$ cat config.mk
export PLATFORM = sky130hd
export DESIGN_NAME = source_offset_status_error_cmd
export DESIGN_NICKNAME = d
export VERILOG_FILES = /design/src/inc/offs_stat_pkg.sv /design/src/verilog/source_offset_status_error_cmd.sv
export SDC_FILE = /design/constraint.sdc
export NUM_CORES = 1
export LEC_CHECK = 0
export BUFFER_PORTS_ARGS = -buffer_cell sky130_fd_sc_hd__buf_4
export CORE_MARGIN = 2
export CORE_UTILIZATION = 35
export DETAILED_ROUTE_END_ITERATION = 8
export SETUP_SLACK_MARGIN = 0.3
export SLEW_MARGIN = 30
export SYNTH_ARGS = -nofsm -noshare
export SYNTH_HDL_FRONTEND = slang
export SYNTH_SLANG_ARGS = --single-unit
$ cat constraint.sdc
create_clock -name aclk -period 4.6 [get_ports aclk]
set_clock_uncertainty 0.2 [all_clocks]
set_input_delay 0.46 -clock aclk [delete_from_list [all_inputs] [get_ports aclk]]
set_output_delay 0.46 -clock aclk [all_outputs]
set_load 0.01 [all_outputs]
$ cat src/inc/offs_stat_pkg.sv
package offs_stat_pkg;
    // Register byte offsets
    localparam logic [7:0] OFFSET_VALUE_ADDR = 8'h00;
    localparam logic [7:0] OFFSET_STATE_ADDR = 8'h04;
    localparam logic [7:0] DRIVE_MODE_ADDR = 8'h08;
    localparam logic [7:0] COND_REG_ADDR = 8'h0c;
    localparam logic [7:0] EVENT_MASK_ADDR = 8'h10;
    localparam logic [7:0] EVENT_LATCH_ADDR = 8'h14;
    localparam logic [7:0] ERROR_POP_ADDR = 8'h18;
    localparam logic [7:0] ERROR_PUSH_ADDR = 8'h1c;
    localparam logic [7:0] IRQ_STATUS_ADDR = 8'h20;
    localparam logic [7:0] IRQ_MASK_ADDR = 8'h24;
    localparam logic [7:0] ERROR_COUNT_ADDR = 8'h28;
    // Offset in units of 0.01 V, 0 .. 2.50 V
    localparam logic [8:0] OFFSET_MAX = 9'h0fa;
    localparam logic [31:0] MASK_WRITE_MAX = 32'h0000ffff;
    localparam logic [14:0] MASK_READ_FIELD = 15'h7fff;
    // Error codes raised by this block itself (signed 16 bit)
    localparam logic [15:0] ERR_NONE = 16'h0000;
    localparam logic [15:0] ERR_DATA_RANGE = 16'hff9e;
    localparam logic [15:0] ERR_SETTINGS_CONFLICT = 16'hff29;
    localparam logic [15:0] ERR_QUEUE_OVERFLOW = 16'hfebe;
    localparam int ERR_DEPTH = 16;
    // Interrupt status bits
    localparam int IRQ_ERR_BIT = 0;
    localparam int IRQ_EVENT_BIT = 1;
    localparam int IRQ_OVF_BIT = 2;
    localparam logic [1:0] RESP_OKAY = 2'b00;
    localparam logic [1:0] RESP_SLVERR = 2'b10;
    typedef enum logic {FREE_RUNNING_DRIVE, MEASURE_GATED_DRIVE} drive_mode_t;
endpackage

$ cat src/verilog/source_offset_status_error_cmd.sv
`timescale 1ns/1ns
// What this block does
// - Store 0 to 2.50 V offset, read back
// - Offset applied only while offset state on
// - State accepts 1 or 0, reads 1 or 0
// - Refuse offset on in gated drive mode
// - Free running mode drives signal always
// - Gated mode drives during measurement, forces offset off
// - Condition register reads as 15 bit value
// - Mask written 0..65535, reads back 15 bits
// - Out of range mask rejected, error raised
// - Zero mask blocks all operation events
// - Event register reads latched 15 bit events
// - Error read gives signed number, zero none
// - Errors delivered oldest first
// - Read error entry leaves the queue
// - At most sixteen queued errors
// - Full queue: last entry becomes overflow, drop rest
module source_offset_status_error_cmd
    import offs_stat_pkg::*;
#(
    parameter int DEPTH = ERR_DEPTH
)
(
    input wire logic aclk,
    input wire logic aresetn,
    input wire logic [7:0] s_axi_awaddr,
    input wire logic s_axi_awvalid,
    output logic s_axi_awready,
    input wire logic [31:0] s_axi_wdata,
    input wire logic [3:0] s_axi_wstrb,
    input wire logic s_axi_wvalid,
    output logic s_axi_wready,
    output logic [1:0] s_axi_bresp,
    output logic s_axi_bvalid,
    input wire logic s_axi_bready,
    input wire logic [7:0] s_axi_araddr,
    input wire logic s_axi_arvalid,
    output logic s_axi_arready,
    output logic [31:0] s_axi_rdata,
    output logic [1:0] s_axi_rresp,
    output logic s_axi_rvalid,
    input wire logic s_axi_rready,
    input wire logic [14:0] condition_in,
    input wire logic measuring_in,
    input wire logic [15:0] ext_err_code,
    input wire logic ext_err_valid,
    output logic [8:0] offset_applied,
    output logic drive_enable,
    output logic irq
);
    localparam int PW = $clog2(DEPTH);

    logic [14:0] cond_s1_ff, cond_ff, cond_prev_ff;
    logic meas_s1_ff, meas_ff;
    logic aw_ff, w_ff;
    logic [7:0] awaddr_ff;
    logic [31:0] wdata_ff;
    logic bvalid_ff;
    logic [1:0] bresp_ff;
    logic rvalid_ff;
    logic [31:0] rdata_ff;
    logic [8:0] offset_ff;
    logic offset_on_ff;
    drive_mode_t mode_ff;
    logic [14:0] mask_ff;
    logic [14:0] event_ff;
    logic [15:0] errq [DEPTH];
    logic [PW-1:0] rd_ptr_ff, wr_ptr_ff;
    logic [PW:0] count_ff;
    logic [2:0] irq_stat_ff, irq_mask_ff;

    logic wr_fire, rd_fire;
    logic [31:0] wval;
    logic err_set;
    logic [15:0] err_code;
    logic pop;
    logic [14:0] rise;
    logic event_rd, stat_rd, ovf_push;

    // Status lines come from other logic domains; settle them first
    always_ff @(posedge aclk)
    begin
        if (!aresetn)
        begin
            cond_s1_ff <= '0;
            cond_ff <= '0;
            meas_s1_ff <= 1'b0;
            meas_ff <= 1'b0;
            cond_prev_ff <= '0;
        end
        else
        begin
            cond_s1_ff <= condition_in;
            cond_ff <= cond_s1_ff;
            meas_s1_ff <= measuring_in;
            meas_ff <= meas_s1_ff;
            cond_prev_ff <= cond_ff;
        end
    end

    // Write channel: address and data accepted in either order
    assign s_axi_awready = !aw_ff && !bvalid_ff;
    assign s_axi_wready = !w_ff && !bvalid_ff;
    assign wr_fire = aw_ff && w_ff && !bvalid_ff;
    assign s_axi_bvalid = bvalid_ff;
    assign s_axi_bresp = bresp_ff;

    always_ff @(posedge aclk)
    begin
        if (!aresetn)
        begin
            aw_ff <= 1'b0;
            w_ff <= 1'b0;
            awaddr_ff <= '0;
            wdata_ff <= '0;
        end
        else
        begin
            if (s_axi_awvalid && s_axi_awready)
            begin
                aw_ff <= 1'b1;
                awaddr_ff <= s_axi_awaddr;
            end
            else if (wr_fire)
                aw_ff <= 1'b0;
            if (s_axi_wvalid && s_axi_wready)
            begin
                w_ff <= 1'b1;
                wdata_ff <= s_axi_wdata;
            end
            else if (wr_fire)
                w_ff <= 1'b0;
        end
    end

    // Strobes: the whole word is written; partial strobes are taken as whole
    assign wval = wdata_ff;

    always_ff @(posedge aclk)
    begin
        if (!aresetn)
        begin
            bvalid_ff <= 1'b0;
            bresp_ff <= RESP_OKAY;
        end
        else if (wr_fire)
        begin
            bvalid_ff <= 1'b1;
            case (awaddr_ff)
                OFFSET_VALUE_ADDR, OFFSET_STATE_ADDR, DRIVE_MODE_ADDR,
                EVENT_MASK_ADDR, ERROR_PUSH_ADDR, IRQ_MASK_ADDR:
                    bresp_ff <= RESP_OKAY;
                default:
                    bresp_ff <= RESP_SLVERR;
            endcase
        end
        else if (s_axi_bready)
            bvalid_ff <= 1'b0;
    end

    // Settings and the rejections that raise errors
    always_comb
    begin
        err_set = 1'b0;
        err_code = ERR_NONE;
        if (wr_fire)
        begin
            case (awaddr_ff)
                OFFSET_VALUE_ADDR:
                    if (wval > {23'h0, OFFSET_MAX})
                    begin
                        err_set = 1'b1;
                        err_code = ERR_DATA_RANGE;
                    end
                OFFSET_STATE_ADDR:
                    if (wval > 32'h1)
                    begin
                        err_set = 1'b1;
                        err_code = ERR_DATA_RANGE;
                    end
                    else if (wval[0] && mode_ff == MEASURE_GATED_DRIVE)
                    begin
                        err_set = 1'b1;
                        err_code = ERR_SETTINGS_CONFLICT;
                    end
                DRIVE_MODE_ADDR:
                    if (wval > 32'h1)
                    begin
                        err_set = 1'b1;
                        err_code = ERR_DATA_RANGE;
                    end
                EVENT_MASK_ADDR:
                    if (wval > MASK_WRITE_MAX)
                    begin
                        err_set = 1'b1;
                        err_code = ERR_DATA_RANGE;
                    end
                ERROR_PUSH_ADDR:
                    if (wval[15:0] != ERR_NONE)
                    begin
                        err_set = 1'b1;
                        err_code = wval[15:0];
                    end
                default:
                begin
                    err_set = 1'b0;
                    err_code = ERR_NONE;
                end
            endcase
        end
        else if (ext_err_valid && ext_err_code != ERR_NONE)
        begin
            err_set = 1'b1;
            err_code = ext_err_code;
        end
    end

    always_ff @(posedge aclk)
    begin
        if (!aresetn)
        begin
            offset_ff <= '0;
            offset_on_ff <= 1'b0;
            mode_ff <= FREE_RUNNING_DRIVE;
            mask_ff <= '0;
            irq_mask_ff <= '0;
        end
        else if (wr_fire && !err_set)
        begin
            case (awaddr_ff)
                OFFSET_VALUE_ADDR:
                    offset_ff <= wval[8:0];
                OFFSET_STATE_ADDR:
                    offset_on_ff <= wval[0];
                DRIVE_MODE_ADDR:
                begin
                    mode_ff <= drive_mode_t'(wval[0]);
                    if (wval[0])
                        offset_on_ff <= 1'b0;
                end
                EVENT_MASK_ADDR:
                    mask_ff <= wval[14:0];
                IRQ_MASK_ADDR:
                    irq_mask_ff <= wval[2:0];
                default:
                    mask_ff <= mask_ff;
            endcase
        end
    end

    assign offset_applied = offset_on_ff ? offset_ff : 9'h000;
    assign drive_enable = (mode_ff == FREE_RUNNING_DRIVE) || meas_ff;

    // Rising condition bits latch as events, gated by the mask
    assign rise = cond_ff & ~cond_prev_ff & mask_ff;
    assign rd_fire = s_axi_arvalid && s_axi_arready;
    assign event_rd = rd_fire && s_axi_araddr == EVENT_LATCH_ADDR;
    assign stat_rd = rd_fire && s_axi_araddr == IRQ_STATUS_ADDR;
    assign pop = rd_fire && s_axi_araddr == ERROR_POP_ADDR && count_ff != 0;

    // New events in the read cycle survive the clear
    always_ff @(posedge aclk)
    begin
        if (!aresetn)
            event_ff <= '0;
        else if (event_rd)
            event_ff <= rise;
        else
            event_ff <= event_ff | rise;
    end

    // Error queue; the last free slot is kept for the overflow marker
    assign ovf_push = err_set && count_ff == (PW+1)'(DEPTH - 1) && !pop;

    always_ff @(posedge aclk)
    begin
        if (!aresetn)
        begin
            rd_ptr_ff <= '0;
            wr_ptr_ff <= '0;
            count_ff <= '0;
        end
        else
        begin
            if (pop)
                rd_ptr_ff <= rd_ptr_ff + 1'b1;
            if (err_set && (count_ff < (PW+1)'(DEPTH) || pop))
            begin
                errq[wr_ptr_ff] <= ovf_push ? ERR_QUEUE_OVERFLOW : err_code;
                wr_ptr_ff <= wr_ptr_ff + 1'b1;
                if (!pop)
                    count_ff <= count_ff + 1'b1;
            end
            else if (pop)
                count_ff <= count_ff - 1'b1;
        end
    end

    // Interrupt status: set wins over the read clear
    always_ff @(posedge aclk)
    begin
        if (!aresetn)
            irq_stat_ff <= '0;
        else
            irq_stat_ff <= (stat_rd ? 3'b000 : irq_stat_ff)
                | {ovf_push, |rise, err_set};
    end
    assign irq = |(irq_stat_ff & irq_mask_ff);

    // Read channel
    assign s_axi_arready = !rvalid_ff;
    assign s_axi_rvalid = rvalid_ff;
    assign s_axi_rdata = rdata_ff;

    always_ff @(posedge aclk)
    begin
        if (!aresetn)
        begin
            rvalid_ff <= 1'b0;
            rdata_ff <= '0;
            s_axi_rresp <= RESP_OKAY;
        end
        else if (rd_fire)
        begin
            rvalid_ff <= 1'b1;
            s_axi_rresp <= RESP_OKAY;
            case (s_axi_araddr)
                OFFSET_VALUE_ADDR: rdata_ff <= {23'h0, offset_ff};
                OFFSET_STATE_ADDR: rdata_ff <= {31'h0, offset_on_ff};
                DRIVE_MODE_ADDR: rdata_ff <= {31'h0, mode_ff};
                COND_REG_ADDR: rdata_ff <= {17'h0, cond_ff};
                EVENT_MASK_ADDR:
                    rdata_ff <= {17'h0, mask_ff & MASK_READ_FIELD};
                EVENT_LATCH_ADDR: rdata_ff <= {17'h0, event_ff};
                ERROR_POP_ADDR:
                    rdata_ff <= (count_ff != 0)
                        ? {{16{errq[rd_ptr_ff][15]}}, errq[rd_ptr_ff]}
                        : 32'h0000_0000;
                IRQ_STATUS_ADDR: rdata_ff <= {29'h0, irq_stat_ff};
                IRQ_MASK_ADDR: rdata_ff <= {29'h0, irq_mask_ff};
                ERROR_COUNT_ADDR: rdata_ff <= {{(31-PW){1'b0}}, count_ff};
                default:
                begin
                    rdata_ff <= '0;
                    s_axi_rresp <= RESP_SLVERR;
                end
            endcase
        end
        else if (s_axi_rready)
            rvalid_ff <= 1'b0;
    end

    a_gated_forces_off: assert property (@(posedge aclk) disable iff (!aresetn)
        mode_ff == MEASURE_GATED_DRIVE |-> !offset_on_ff)
        else $error("offset on in gated mode");
    a_offset_applied: assert property (@(posedge aclk) disable iff (!aresetn)
        !offset_on_ff |-> offset_applied == 9'h000)
        else $error("offset applied while off");
    a_offset_range: assert property (@(posedge aclk) disable iff (!aresetn)
        offset_ff <= OFFSET_MAX)
        else $error("offset beyond limit");
    a_free_drive: assert property (@(posedge aclk) disable iff (!aresetn)
        mode_ff == FREE_RUNNING_DRIVE |-> drive_enable)
        else $error("free running drive stopped");
    a_gated_drive: assert property (@(posedge aclk) disable iff (!aresetn)
        mode_ff == MEASURE_GATED_DRIVE |-> drive_enable == meas_ff)
        else $error("gated drive mismatch");
    a_mask_keep: assert property (@(posedge aclk) disable iff (!aresetn)
        wr_fire && awaddr_ff == EVENT_MASK_ADDR && wval > MASK_WRITE_MAX
        |=> $stable(mask_ff))
        else $error("bad mask stored");
    a_event_clear: assert property (@(posedge aclk) disable iff (!aresetn)
        event_rd && rise == 15'h0 |=> event_ff == 15'h0)
        else $error("event not cleared on read");
    a_queue_depth: assert property (@(posedge aclk) disable iff (!aresetn)
        count_ff <= (PW+1)'(DEPTH))
        else $error("queue over depth");
    a_zero_mask: assert property (@(posedge aclk) disable iff (!aresetn)
        mask_ff == 15'h0 && !event_rd |=> event_ff == $past(event_ff))
        else $error("event with zero mask");
    c_overflow: cover property (@(posedge aclk) disable iff (!aresetn)
        ovf_push);
    c_error_pop: cover property (@(posedge aclk) disable iff (!aresetn) pop);
    c_refuse_on: cover property (@(posedge aclk) disable iff (!aresetn)
        wr_fire && err_code == ERR_SETTINGS_CONFLICT);
endmodule

==> results.py <==
metrics = {
    "clock_tree": {
        "postCtsSetupBuffers": 0,
        "cts_buffer_depth": 3,
        "root_buffer": "clkbuf_16",
        "cts_tree": "built",
        "htreeDepth": 2,
        "clk_pin_slew_worst_paths_ns": 0.06,
        "clock_sinks": 429,
        "clk_latency_ns": 0.55,
        "cts_resized": 0,
        "ctsHoldBuffers": 58,
        "cts_inserted_buffers": 43,
    },
    "worst_setup_path": {
        "crit_path_top_delay_cell": "or4_1",
        "arrival_ns": 3.64,
        "cp_cell_sequence": "or4_1 > nor3_4 > a22o_4 > o21ai_4 > buf_4 > nor3_2 > buf_12",
        "crit_type": "reg -> reg",
        "critPathMaxStageDelay_ns": 0.78,
        "cp.required_ns": 4.64,
        "start_kind": "flip-flop",
        "r2r_cells": 7,
        "cp-end-kind": "flip-flop",
        "cp_max_fo": 21,
    },
    "route": {
        "vias_per_cell": 5.26,
        "drt.antenna.violating_nets": 0,
        "route.met2.wl_mm": 23.0,
        "wl_met3_mm": 2.16,
        "drt-met1-wl_mm": 19.0,
        "drt_iter0_drc": 1247,
        "vias": 11100,
        "wl_per_cell_um": 21.6,
        "wl_mm": 45.3,
        "drcViolationCount": 0,
        "highest_layer": "met5",
        "firstDrtPassIters": 6,
    },
    "place": {
        "hpwl_mm": 29.2,
        "pre_cts_ws_ns": 1.06,
        "gp_congestion": 0.864,
        "io_buffers": 137,
    },
    "floorplanning": {
        "io_pins": 144,
        "start_util_pct": 35.3,
        "rows": 81,
        "die_w_um": 226,
        "die_area_sq_mm": 0.0511,
        "die_y_um": 226,
        "core_area_sq_mm": 0.0488,
    },
    "yosys": {
        "synth_top_area_share_pct": 44.5,
        "yosysTopAreaCell": "edfxtp_1",
        "ys_seq_area_share_pct": 64.6,
        "synth_area_leaders": "edfxtp_1 (45%), dfxtp_1 (20%), mux4_2 (10%)",
        "ys_ff_latch": 429,
        "synth-main-ff-cell": "edfxtp_1",
        "synth_most_common_cell": "edfxtp_1",
        "netlist_top_cells_count": "edfxtp_1 (256), dfxtp_1 (173), nand2_1 (135)",
        "async_reset_ff_share_pct": 0,
        "syn_area_per_cell_sq_um": 14.1,
        "synth-edff-count": 256,
        "syn_area_sq_mm": 0.0173,
        "yosys_warnings": 0,
        "ys_types": 66,
        "netlist_instances": 1223,
    },
    "timing": {
        "setup_viol": 0,
        "fin_crit_sh_pct": 78.3,
        "max_freq_ghz": 0.278,
        "worst_pin_slew_ns": 0.959,
        "fin_crit_ns": 3.60,
        "setup_tns_ns": 0,
        "slew_headroom_pct": 35.6,
        "finalHoldViolCount": 0,
        "fin_ws_ns": 0.998,
        "slew_violations": 0,
        "rsz0062_at_grt": "false",
    },
    "pwr": {
        "power_density_mw_per_mm2": 410,
        "vdd_ir_drop_max_mv": 0.243,
        "p_leak_nw": 7.37,
    },
    "global_route": {
        "antenna_found_initial": 1,
        "grt_max_degree": 54,
        "grt_pass1_wl_mm": 68.2,
        "grtUsageTotal_pct": 17.8,
        "grt_overflow": 0,
        "grt_pass1_vias": 10900,
    },
    "cells_and_area": {
        "areaGrowthSynthToFinish_pct": 22.2,
        "nets": 1507,
        "nFillCells": 4459,
        "regArea_sq_mm": 0.0112,
        "drive_above_1_share_pct": 25.0,
        "antennaDiodeCount": 0,
        "multi_input_comb_area_sq_mm": 0.00567,
    },
    "min_path": {
        "whs_path_depth": 3,
        "min_path_type": "in -> reg",
    },
    "run_status": {
        "outcome": "finished clean",
    },
    "flow_run": {
        "maxCapViolations": 0,
    },
}
[registers in the layout, summed over array words and instances, names as in the netlist, 5 cells and up, named ones only]
| signal | flops |
|---|---|
| cond_s1_ff | 15 |
| count_ff | 5 |
| s_axi_rdata | 16 |
| event_ff | 15 |
| mask_ff | 15 |
| cond_ff | 15 |
| awaddr_ff | 8 |
| errq | 256 |
| offset_ff | 9 |
| cond_prev_ff | 15 |
| wdata_ff | 32 |
[cell usage in the layout (no fill, tap or decap), types with 14 or more instances in the layout]
cell type,Yosys,layout
a21oi_1,71,71
a221o_1,27,27
and2_1,63,62
buf_4,22,173
clkbuf_16,0,46
dfxtp_1,173,169
dlygate4sd3_1,0,58
edfxtp_1,256,256
mux2i_1,31,31
mux4_2,80,80
nand2_1,135,134
nand3_1,21,21
nand3b_1,14,14
nor2_1,64,64
nor3_2,4,15
nor4_1,21,17
[worst max-delay path: cells and delay by family (launching register included)]
| family | cells | cell delay, ns |
|---|---|---|
| AO/OA/AOI/OAI | 2 | 0.44 |
| buffers and inverters | 2 | 0.48 |
| flip-flops | 1 | 0.30 |
| AND/OR/NAND/NOR | 3 | 1.82 |
[routing by layer]
| layer | track usage (%) | vias up |
|---|---|---|
| met4 | 5.67 | 2 |
| met2 | 31.0 | 326 |
| met5 | 0 | - |
| met1 | 22.8 | 5649 |
| met3 | 2.78 | 67 |
| li1 | - | 5010 |
[worst paths after layout]
kind / from / end / slack [ns]
setup / recovery: awaddr_ff[7] / errq[8][12] / 1.0
setup reg to reg: awaddr_ff[7] / errq[8][12] / 1.0
hold reg to reg: cond_s1_ff[0] / cond_ff[0] / 0.23
hold / removal: s_axi_wdata[8] / wdata_ff[8] / 0.02
[area by class of cell]
type	instances	share of cell area, %
Sequential cell	429	52.9
Inverter	9	0.160
Timing Repair Buffer	233	9.10
Multi-Input combinational cell	690	26.9
Clock buffer	57	5.84
Clock inverter	20	1.19
Tap cell	664	3.94
[metrics by stage]
stage / hold WS, ns / util, % / std cells / total power, mW / instance area (sq um)
final: 0.0212 / 43.2 / 2102 / 8.66 / 21100
after global routing: 0.0233 / 43.2 / 2102 / 8.96 / 21100
after CTS: 0.00240 / 43.2 / 2102 / 8.72 / 21100
after detailed placement: 0.218 / 39.0 / 1967 / 5.04 / 19000
after global placement: 0.226 / 39.0 / 1967 / 5.02 / 19000
after floorplan: 0.212 / - / 1224 / 4.78 / 17300
[report_power, final]
| part | leakage, nW | total (mW) | switching (mW) | internal [mW] |
|---|---|---|---|---|
| clock network | 0.730 | 3.65 | 1.44 | 2.22 |
| registers | 3.75 | 4.32 | 0.109 | 4.21 |
| logic | 2.89 | 0.681 | 0.400 | 0.281 |
| total | 7.37 | 8.66 | 1.95 | 6.71 |
[cell families (layout without fill, tap and decap cells)]
logic type | Yosys count | in the layout | synth area share (%)
other | 1 | 2 | 0.0217
adder cells (fa/ha/maj) | 10 | 10 | 0.754
buffers and inverters | 105 | 319 | 3.04
multiplexers | 112 | 112 | 12.3
XOR/XNOR | 6 | 6 | 0.305
AND/OR/NAND/NOR | 396 | 396 | 11.9
flip-flops | 429 | 429 | 64.6
AO/OA/AOI/OAI | 164 | 164 | 7.04
Note: power is estimated with default switching activity, not from simulation.
